## src/include/chp_pkg.sv

```systemverilog
// package of constants for the card host pin mode block
// Functional notes
// - bus clock pin always driven as output
// - native mode command line is bidirectional
// - spi mode command line output only
// - native mode data line zero bidirectional
// - spi mode data line zero is input
// - native data line one: wide data, interrupt
// - spi data line one is interrupt input
// - data line two: native data, spi select zero
// - data line three: native data, spi select one
// - only software chosen protocol governs the bus
// - mmc protocol allows many cards on bus
// - sd protocol serves a single memory card
// - sdio protocol serves a single io card
// - spi mode addresses two cards via selects
// - single bit rate at most 19.5 Mbps
// - four bit rate at most 78 Mbps
package chp_pkg;
  // ****************************************
  // protocol selection
  // ****************************************
  typedef enum logic [1:0] {
    CHP_MMC  = 2'h0,
    CHP_SD   = 2'h1,
    CHP_SDIO = 2'h2,
    CHP_SPI  = 2'h3
  } chp_proto_t;

  // ****************************************
  // timing
  // ****************************************
  localparam int CLK_MHZ        = 250;
  localparam int RATE1_KBPS     = 19500;
  localparam int RATE4_KBPS     = 78000;
  // bits per line per second limit; four lines share 78 Mbps
  localparam int HALF1_CYC      = (CLK_MHZ * 1000 + 2 * RATE1_KBPS - 1) / (2 * RATE1_KBPS);
  localparam int HALF4_CYC      = (CLK_MHZ * 1000 * 4 + 2 * RATE4_KBPS - 1) / (2 * RATE4_KBPS);
  localparam int DIV_W          = 8;
  localparam logic [DIV_W-1:0] DIV_RST = 8'h00;
endpackage : chp_pkg

```

## src/rtl/chp_sync.sv

```systemverilog
// two flop synchroniser for a pin input
`timescale 1ns/1ps
module chp_sync
  import chp_pkg::*;
(
  // clock and reset
  input  wire logic clk,
  input  wire logic rst_n,
  input  wire logic ce,
  // data
  input  wire logic d,
  output logic      q
);
  logic meta_q;
  logic meta_d;
  logic q_d;

  always_comb begin
    meta_d = ce ? d : meta_q;
    q_d    = ce ? meta_q : q;
  end

  always_ff @(posedge clk or negedge rst_n) begin
    if (!rst_n) begin
      // pins idle high on their pull-ups; avoids a false low after reset
      meta_q <= 1'b1;
      q      <= 1'b1;
    end else begin
      meta_q <= meta_d;
      q      <= q_d;
    end
  end
endmodule : chp_sync

```

## src/rtl/chp_clkdiv.sv

```systemverilog
// divider making the card bus clock from the core clock
`timescale 1ns/1ps
module chp_clkdiv
  import chp_pkg::*;
(
  // clock and reset
  input  wire logic             clk,
  input  wire logic             rst_n,
  input  wire logic             ce,
  // control
  input  wire logic             run,
  input  wire logic [DIV_W-1:0] half,
  // outputs
  output logic                  sclk_q,
  output logic                  rise_q,
  output logic                  fall_q
);
  logic [DIV_W-1:0] cnt_q;
  logic [DIV_W-1:0] cnt_d;
  logic             sclk_d;
  logic             rise_d;
  logic             fall_d;

  always_comb begin
    cnt_d  = cnt_q;
    sclk_d = sclk_q;
    rise_d = 1'b0;
    fall_d = 1'b0;
    if (!run) begin
      cnt_d  = DIV_RST;
      sclk_d = 1'b0;
    end else if (cnt_q >= half - 8'h01) begin
      cnt_d  = DIV_RST;
      sclk_d = ~sclk_q;
      rise_d = ~sclk_q;
      fall_d = sclk_q;
    end else begin
      cnt_d = cnt_q + 8'h01;
    end
  end

  always_ff @(posedge clk or negedge rst_n) begin
    if (!rst_n) begin
      cnt_q  <= DIV_RST;
      sclk_q <= 1'b0;
      rise_q <= 1'b0;
      fall_q <= 1'b0;
    end else if (ce) begin
      cnt_q  <= cnt_d;
      sclk_q <= sclk_d;
      rise_q <= rise_d;
      fall_q <= fall_d;
    end
  end
endmodule : chp_clkdiv

```

## src/rtl/chp_pins.sv

```systemverilog
// pin mode steering for the card host controller
`timescale 1ns/1ps
module chp_pins
  import chp_pkg::*;
(
  // clock and reset
  input  wire logic       clk,
  input  wire logic       rst_n,
  input  wire logic       ce,
  // mode and control from the command engine
  input  wire chp_proto_t proto,
  input  wire logic       wide,
  input  wire logic       bus_run,
  input  wire logic       spi_sel,
  input  wire logic       spi_act,
  input  wire logic       cmd_oe,
  input  wire logic       cmd_out,
  input  wire logic       dat_oe,
  input  wire logic [3:0] dat_out,
  // values seen on the pins, synchronised, and bus clock edge pulses
  output logic            cmd_in_q,
  output logic [3:0]      dat_in_q,
  output logic            sdio_irq_q,
  output logic            bit_rise_q,
  output logic            bit_fall_q,
  // card pins
  output logic            card_bus_clock_q,
  input  wire logic       card_command_line_i,
  output logic            card_command_line_o_q,
  output logic            card_command_line_oe_q,
  input  wire logic [3:0] card_data_line_i,
  output logic [3:0]      card_data_line_o_q,
  output logic [3:0]      card_data_line_oe_q
);
  // ****************************************
  // pin input synchronisers
  // ****************************************
  logic       cmd_s;
  logic [3:0] dat_s;

  chp_sync u_cmd_sync (
    .clk   (clk),
    .rst_n (rst_n),
    .ce    (ce),
    .d     (card_command_line_i),
    .q     (cmd_s)
  );

  genvar gi;
  generate
    for (gi = 0; gi < 4; gi++) begin : g_dat_sync
      chp_sync u_dat_sync (
        .clk   (clk),
        .rst_n (rst_n),
        .ce    (ce),
        .d     (card_data_line_i[gi]),
        .q     (dat_s[gi])
      );
    end
  endgenerate

  // ****************************************
  // bus clock divider
  // ****************************************
  logic             spi_mode;
  logic             four_bit;
  logic [DIV_W-1:0] half;
  logic             sclk;
  logic             rise;
  logic             fall;

  assign spi_mode = (proto == CHP_SPI);
  // only sd and sdio may run four lines wide
  assign four_bit = wide && ((proto == CHP_SD) || (proto == CHP_SDIO));
  assign half     = four_bit ? DIV_W'(HALF4_CYC) : DIV_W'(HALF1_CYC);

  chp_clkdiv u_div (
    .clk    (clk),
    .rst_n  (rst_n),
    .ce     (ce),
    .run    (bus_run),
    .half   (half),
    .sclk_q (sclk),
    .rise_q (rise),
    .fall_q (fall)
  );

  // ****************************************
  // pin direction and role
  // ****************************************
  logic       clk_d;
  logic       cmd_o_d;
  logic       cmd_oe_d;
  logic [3:0] dat_o_d;
  logic [3:0] dat_oe_d;
  logic       irq_d;

  always_comb begin
    clk_d    = sclk;
    cmd_o_d  = cmd_out;
    dat_o_d  = 4'h0;
    dat_oe_d = 4'h0;
    irq_d    = 1'b0;
    if (spi_mode) begin
      cmd_oe_d    = 1'b1;
      cmd_o_d     = spi_act ? cmd_out : 1'b1;
      dat_oe_d    = 4'hC;
      // selects are active low; only one asserted at once
      dat_o_d[2]  = ~(spi_act && !spi_sel);
      dat_o_d[3]  = ~(spi_act && spi_sel);
      irq_d       = ~dat_s[1];
    end else begin
      cmd_oe_d = cmd_oe;
      if (dat_oe) begin
        dat_oe_d = four_bit ? 4'hF : 4'h1;
        dat_o_d  = four_bit ? dat_out : {3'h0, dat_out[0]};
      end
      // sdio interrupt on line one while the host is not driving data (dat_oe low)
      irq_d = (proto == CHP_SDIO) && !dat_oe && !dat_s[1];
    end
  end

  always_ff @(posedge clk or negedge rst_n) begin
    if (!rst_n) begin
      card_bus_clock_q       <= 1'b0;
      card_command_line_o_q  <= 1'b1;
      card_command_line_oe_q <= 1'b0;
      card_data_line_o_q     <= 4'h0;
      card_data_line_oe_q    <= 4'h0;
      cmd_in_q               <= 1'b1;
      dat_in_q               <= 4'hF;
      sdio_irq_q             <= 1'b0;
      bit_rise_q             <= 1'b0;
      bit_fall_q             <= 1'b0;
    end else if (ce) begin
      card_bus_clock_q       <= clk_d;
      card_command_line_o_q  <= cmd_o_d;
      card_command_line_oe_q <= cmd_oe_d;
      card_data_line_o_q     <= dat_o_d;
      card_data_line_oe_q    <= dat_oe_d;
      cmd_in_q               <= cmd_s;
      dat_in_q               <= dat_s;
      sdio_irq_q             <= irq_d;
      bit_rise_q             <= rise;
      bit_fall_q             <= fall;
    end
  end
endmodule : chp_pins

```

## config.mk

```make
export PLATFORM = sky130hd
export DESIGN_NAME = chp_pins
export DESIGN_NICKNAME = d
export VERILOG_FILES = /design/src/include/chp_pkg.sv /design/src/rtl/chp_sync.sv /design/src/rtl/chp_clkdiv.sv /design/src/rtl/chp_pins.sv
export SDC_FILE = /design/constraint.sdc
export NUM_CORES = 1
export LEC_CHECK = 0
export ABC_AREA = 0
export BUFFER_PORTS_ARGS = -buffer_cell sky130_fd_sc_hd__buf_2
export CORE_MARGIN = 8
export CORE_UTILIZATION = 52
export CTS_CLUSTER_DIAMETER = 30
export CTS_CLUSTER_SIZE = 28
export DETAILED_ROUTE_END_ITERATION = 10
export PLACE_DENSITY = 0.78
export SLEW_MARGIN = 20
export SYNTH_ARGS = -nofsm -noshare
export SYNTH_HDL_FRONTEND = slang
export SYNTH_SLANG_ARGS = --single-unit
```

## constraint.sdc

```tcl
create_clock -name clk -period 1.9 [get_ports clk]
set_clock_uncertainty 0.15 [all_clocks]
set_input_delay 0.38 -clock clk [delete_from_list [all_inputs] [get_ports clk]]
set_output_delay 0.38 -clock clk [all_outputs]
set_load 0.1 [all_outputs]
```

# Word level (Yosys, flattened, before mapping)

Cells that the tools add are included.

Add/sub/neg operators: 1
$lt $le $gt $ge: 1
Equality and inequality tests: 4
Mux-type cells: 19
Bitwise logic cells: 4
Reduce and logical (&&, ||, !) cells: 10

Operators with widths:

| cell                                                                  | count |
|---|---|
| 4-bit two-way mux                                                     | 5 |
| 8-bit two-way mux                                                     | 2 |
| 1-bit two-way mux                                                     | 10 |
| 8-bit by 1-bit adder with 8-bit output, second input constant         | 1 |
| 8-bit by 3-bit >= comparator with 1-bit output, second input constant | 1 |
| 1-bit logical AND                                                     | 5 |
| 2-bit equality test, second input constant                            | 2 |
| 2-bit two-way mux                                                     | 2 |
| 1-bit inverter                                                        | 4 |
| 1-bit logical NOT                                                     | 3 |
| 2-bit by 1-bit equality test with 1-bit output, second input constant | 1 |
| 2-bit by 1-bit != test with 1-bit output, second input constant       | 1 |
| 2-bit AND reduction                                                   | 1 |
| 1-bit logical OR                                                      | 1 |

Register bits: 40
Output and inout port bits: 19

# Longest topological paths before layout

Depth in word-level cells: 6
Depth in mapped cells: 5
Mapped depth without buffers: 5

# By module

From an unflattened synthesis, not the netlist that was laid out.

Cells, all modules: 188
Area total of the unflattened synthesis: 2,109.5 um^2

Modules (own cells, without submodules):

| module     | times used | cells an instance | area each (um^2) | seq. area each (um^2) |
|---|---|---|---|---|
| chp_clkdiv | 1          | 97                | 878.3            | 275.3 |
| chp_pins   | 1          | 71                | 855.8            | 457.9 |
| chp_sync   | 5          | 4                 | 75.1             | 52.6 |

# Worst setup path before layout

No wires, ideal clock.

Kind: register to output
Start point: register card_data_line_oe_q[2] (netlist name)
End point: output port card_data_line_oe_q[3]
Arrival time: 1.340 ns
Path slack: 0.030 ns
Cell stages (with the launch flop): 2
Path through: dfrtp_1 > buf_4

RTL lines:

| element   | line           | text |
|---|---|---|
| to (decl) | chp_pins.sv:33 | `output logic [3:0] card_data_line_oe_q` |

# Worst setup path after layout

Start point: register dat_in_q[2]
End point: output port dat_in_q[2]

RTL lines:

| element                | line            | text |
|---|---|---|
| from (decl)            | chp_pins.sv:22  | `output logic [3:0] dat_in_q,` |
| from (signal assigned) | chp_pins.sv:142 | `dat_in_q <= dat_s;` |

No word-level cell between the ends.

==> flow_metrics.env <==
export IMPL_status="finished, final reports clean"
export IMPL_routed_wl_um=3230
export IMPL_ant_nets=0
export IMPL_synth_async_reset_ratio_pct=100
export IMPL_yosys_area_share_simple_pct=12.6
export IMPL_fin_hold_ws_ps=108
export IMPL_r2r_setup_slack_ps=390
export IMPL_vias=1187
export IMPL_layout_setup_ws_ps=57.6
export IMPL_cp_top_family="flip-flops"
export IMPL_syn_cell_area_mm2=0.00171
export IMPL_synth_top_family_by_area="multiplexers"
export IMPL_setup_viol=0
export IMPL_crit_path_cell_trace="buf_2"
export IMPL_numCtsBuffers=5
export IMPL_clock_sinks=39
export IMPL_period_share_pct=97.0
export IMPL_synthDistinctLibCells=34
export IMPL_die_x_um=73.4
export IMPL_synth_main_ff_cell="dfrtp_1"
export IMPL_drv_cap=0
export IMPL_path_max_fanout=2
export IMPL_die_area_mm2=0.00539
export IMPL_cts_max_level=2
export IMPL_placed_cells=220
export IMPL_max_stage_delay_ps=540
export IMPL_cts_tree="built"
export IMPL_avgRoutedWirePerCell_um=14.1
export IMPL_cts_hold_buf=1
export IMPL_antenna_cells=0
export IMPL_regArea_um2=996
export IMPL_synthMuxAreaShare_pct=13.1
export IMPL_hpwl_um=2460
export IMPL_critPathLaunchType="flop"
export IMPL_hold_class="input pin to flop"
export IMPL_cts_root_buf="clkbuf_4"
export IMPL_globalRouteOverflowTotal=0
export IMPL_via_per_inst=5.18
export IMPL_cts_buffer_depth=2
export IMPL_drtIter0Drc=52
export IMPL_gp_congestion=0.786
export IMPL_clock_latency_ps=340
export IMPL_fp_row_count=21
export IMPL_setup_tns_ps=0
export IMPL_drv_slew=0
export IMPL_synthToLayoutAreaGrowth_pct=20.7
export IMPL_multi_input_area_um2=647
export IMPL_drcViolationCount=0
export IMPL_clkTransAtPathRegs_ps=110
export IMPL_r2r_end="u_div.cnt_q[2]"
export IMPL_period_minus_slack_ps=1840
export IMPL_power_density_mw_per_mm2=1080
export IMPL_drt_pass1_iter_count=4
export IMPL_io_pins=40
export IMPL_whs_endpoint="card_data_line_o_q[0]"
export IMPL_synth_adder_area_share_pct=2.92
export IMPL_synth_compound_area_share_pct=9.13
export IMPL_synth_xor_area_share_pct=0
export IMPL_hold_start="dat_out[0]"
export IMPL_antenna_found_initial=0
export IMPL_arrival_ps=1310
export IMPL_synthCells=137
export IMPL_start_util_pct=52.6
export IMPL_rsz0062_at_grt="false"
export IMPL_tightest_slew_ps=506
export IMPL_peakVddDrop_v=0.000632
export IMPL_synth_seq_area_share_pct=58.1
export IMPL_grt_pass1_vias=1185
export IMPL_synth_avg_cell_area_um2=12.5
export IMPL_crit_path_top_delay_cell="dfstp_2"
export IMPL_place_ws_ps=249
export IMPL_die_h_um=73.4
export IMPL_grt_max_degree=22
export IMPL_portBuffers=39
export IMPL_p_leak_uw=0.000963
export IMPL_worstRegToRegCells=5
export IMPL_fill_cells=276
export IMPL_post_cts_resized=0
export IMPL_max_slew_margin_rel_pct=66.5
export IMPL_crit_buf_inv=1
export IMPL_ys_ff_latch=39
export IMPL_reg2reg_from="u_div.cnt_q[0]"
export IMPL_cts_setup_buffers=0
export IMPL_synthesis_nets=162
export IMPL_synth_warnings=0
export IMPL_fmax_mhz=543
export IMPL_worstSetupPathType="flop to output pin"
export IMPL_drive_gt1_share_pct=51.4
export IMPL_layout_nets=207
export IMPL_required_ps=1370
export IMPL_grt_pass1_wl_um=5530
export IMPL_synth_edf_count=0
export IMPL_track_usage_pct=13.6
export IMPL_final_cells=229
export IMPL_core_mm2=0.00326
export IMPL_finalHoldViolCount=0
export IMPL_end_kind="output pin"
export IMPL_hold_path_depth=3
==> cell usage after synthesis, types with 4 or more instances <==
master	n	area (µm²)
o21ai_0	4	20.0
dfrtp_1	23	576
a31oi_1	4	25.0
a21oi_1	5	25.0
dfstp_2	16	420
ha_1	4	50.1
nor2_1	7	26.3
inv_1	9	33.8
nand2_1	7	26.3
mux2_2	20	225
nor2b_1	5	31.3
==> metrics by stage <==
| step | utilization, % | total power [µW] | instance area (µm²) |
|---|---|---|---|
| after global placement | 60.5 | 1660 | 1970 |
| after CTS | 63.5 | 2250 | 2070 |
| final | 63.5 | 2230 | 2070 |
| after global routing | 63.5 | 2330 | 2070 |
| after detailed placement | 60.5 | 1670 | 1970 |
| after floorplan | - | 1550 | 1710 |
==> layout by cell type (no fill, tap or decap) <==
master         count
o21ai_0            4
o31ai_2            1
clkbuf_8           1
o22ai_1            1
o2bb2ai_1          2
dfrtp_1           23
nor2b_1            5
buf_4              3
or3_1              1
nor3b_2            1
buf_12             1
nand3_1            3
buf_2             39
nand2b_1           1
nor2_1             7
inv_1              9
clkbuf_4           5
bufinv_16          1
o311ai_2           1
o31ai_1            1
mux2_2            20
and3_1             1
and2_0             1
a31oi_1            4
a21oi_1            5
nand2_1            7
ha_1               4
o21ai_2            1
a2bb2oi_1          1
nor3_1             1
nand2_2            1
dlygate4sd3_1      1
clkinv_2           1
nand3b_1           3
nand3_2            1
dfstp_2           16
o32ai_1            1
nand4_1            3
nor3_4             1
==> flip-flops by register name (all words and copies together) (netlist names) <==
| signal | cells |
|---|---|
| bit_fall_q | 1 |
| bit_rise_q | 1 |
| card_bus_clock_q | 1 |
| card_command_line_o_q | 1 |
| card_command_line_oe_q | 1 |
| card_data_line_o_q | 4 |
| card_data_line_oe_q | 3 |
| cmd_in_q | 1 |
| dat_in_q | 4 |
| g_dat_sync.u_dat_sync.meta_q | 4 |
| g_dat_sync.u_dat_sync.q | 4 |
| sdio_irq_q | 1 |
| u_cmd_sync.meta_q | 1 |
| u_cmd_sync.q | 1 |
| u_div.cnt_q | 8 |
| u_div.fall_q | 1 |
| u_div.rise_q | 1 |
| u_div.sclk_q | 1 |
==> worst max path at each step <==
stage	start	end	slack [ps]	cells past startpoint
after global routing	dat_in_q[0]	dat_in_q[0]	0.3	1
after floorplan	card_data_line_oe_q[2]	card_data_line_oe_q[3]	30	1
final	dat_in_q[2]	dat_in_q[2]	60	1
after global placement	proto[0]	card_data_line_o_q[2]	350	6
after detailed placement	proto[0]	card_data_line_o_q[3]	250	6
after CTS	dat_in_q[3]	dat_in_q[3]	40	1
==> logic make-up (layout without fill, tap and decap cells) <==
logic type	Yosys count	count (layout)
flip-flops	39	39
AND/OR/NAND/NOR	37	37
AO/OA/AOI/OAI	22	22
multiplexers	20	20
buffers and inverters	15	61
adder cells (fa/ha/maj)	4	4
==> final cells by class <==
class,count,area share (%)
Clock buffer,6,2.48
Clock inverter,2,1.69
Inverter,9,1.63
Multi-Input combinational cell,83,31.3
Sequential cell,39,48.2
Tap cell,46,2.78
Timing Repair Buffer,44,12.0
==> power breakdown <==
| group | total [µW] | switching [µW] | internal [µW] | leakage (µW) |
|---|---|---|---|---|
| clock | 577 | 267 | 311 | 0.0000482 |
| sequential | 1020 | 60.1 | 957 | 0.000473 |
| combinational | 638 | 487 | 151 | 0.000441 |
==> per-layer routing <==
metal	track usage [%]	wire length, µm
met1	14.4	1320
met2	22.6	1630
met3	5.87	224
met4	6.65	48
met5	0	0
(Power assumes the default switching activity.)
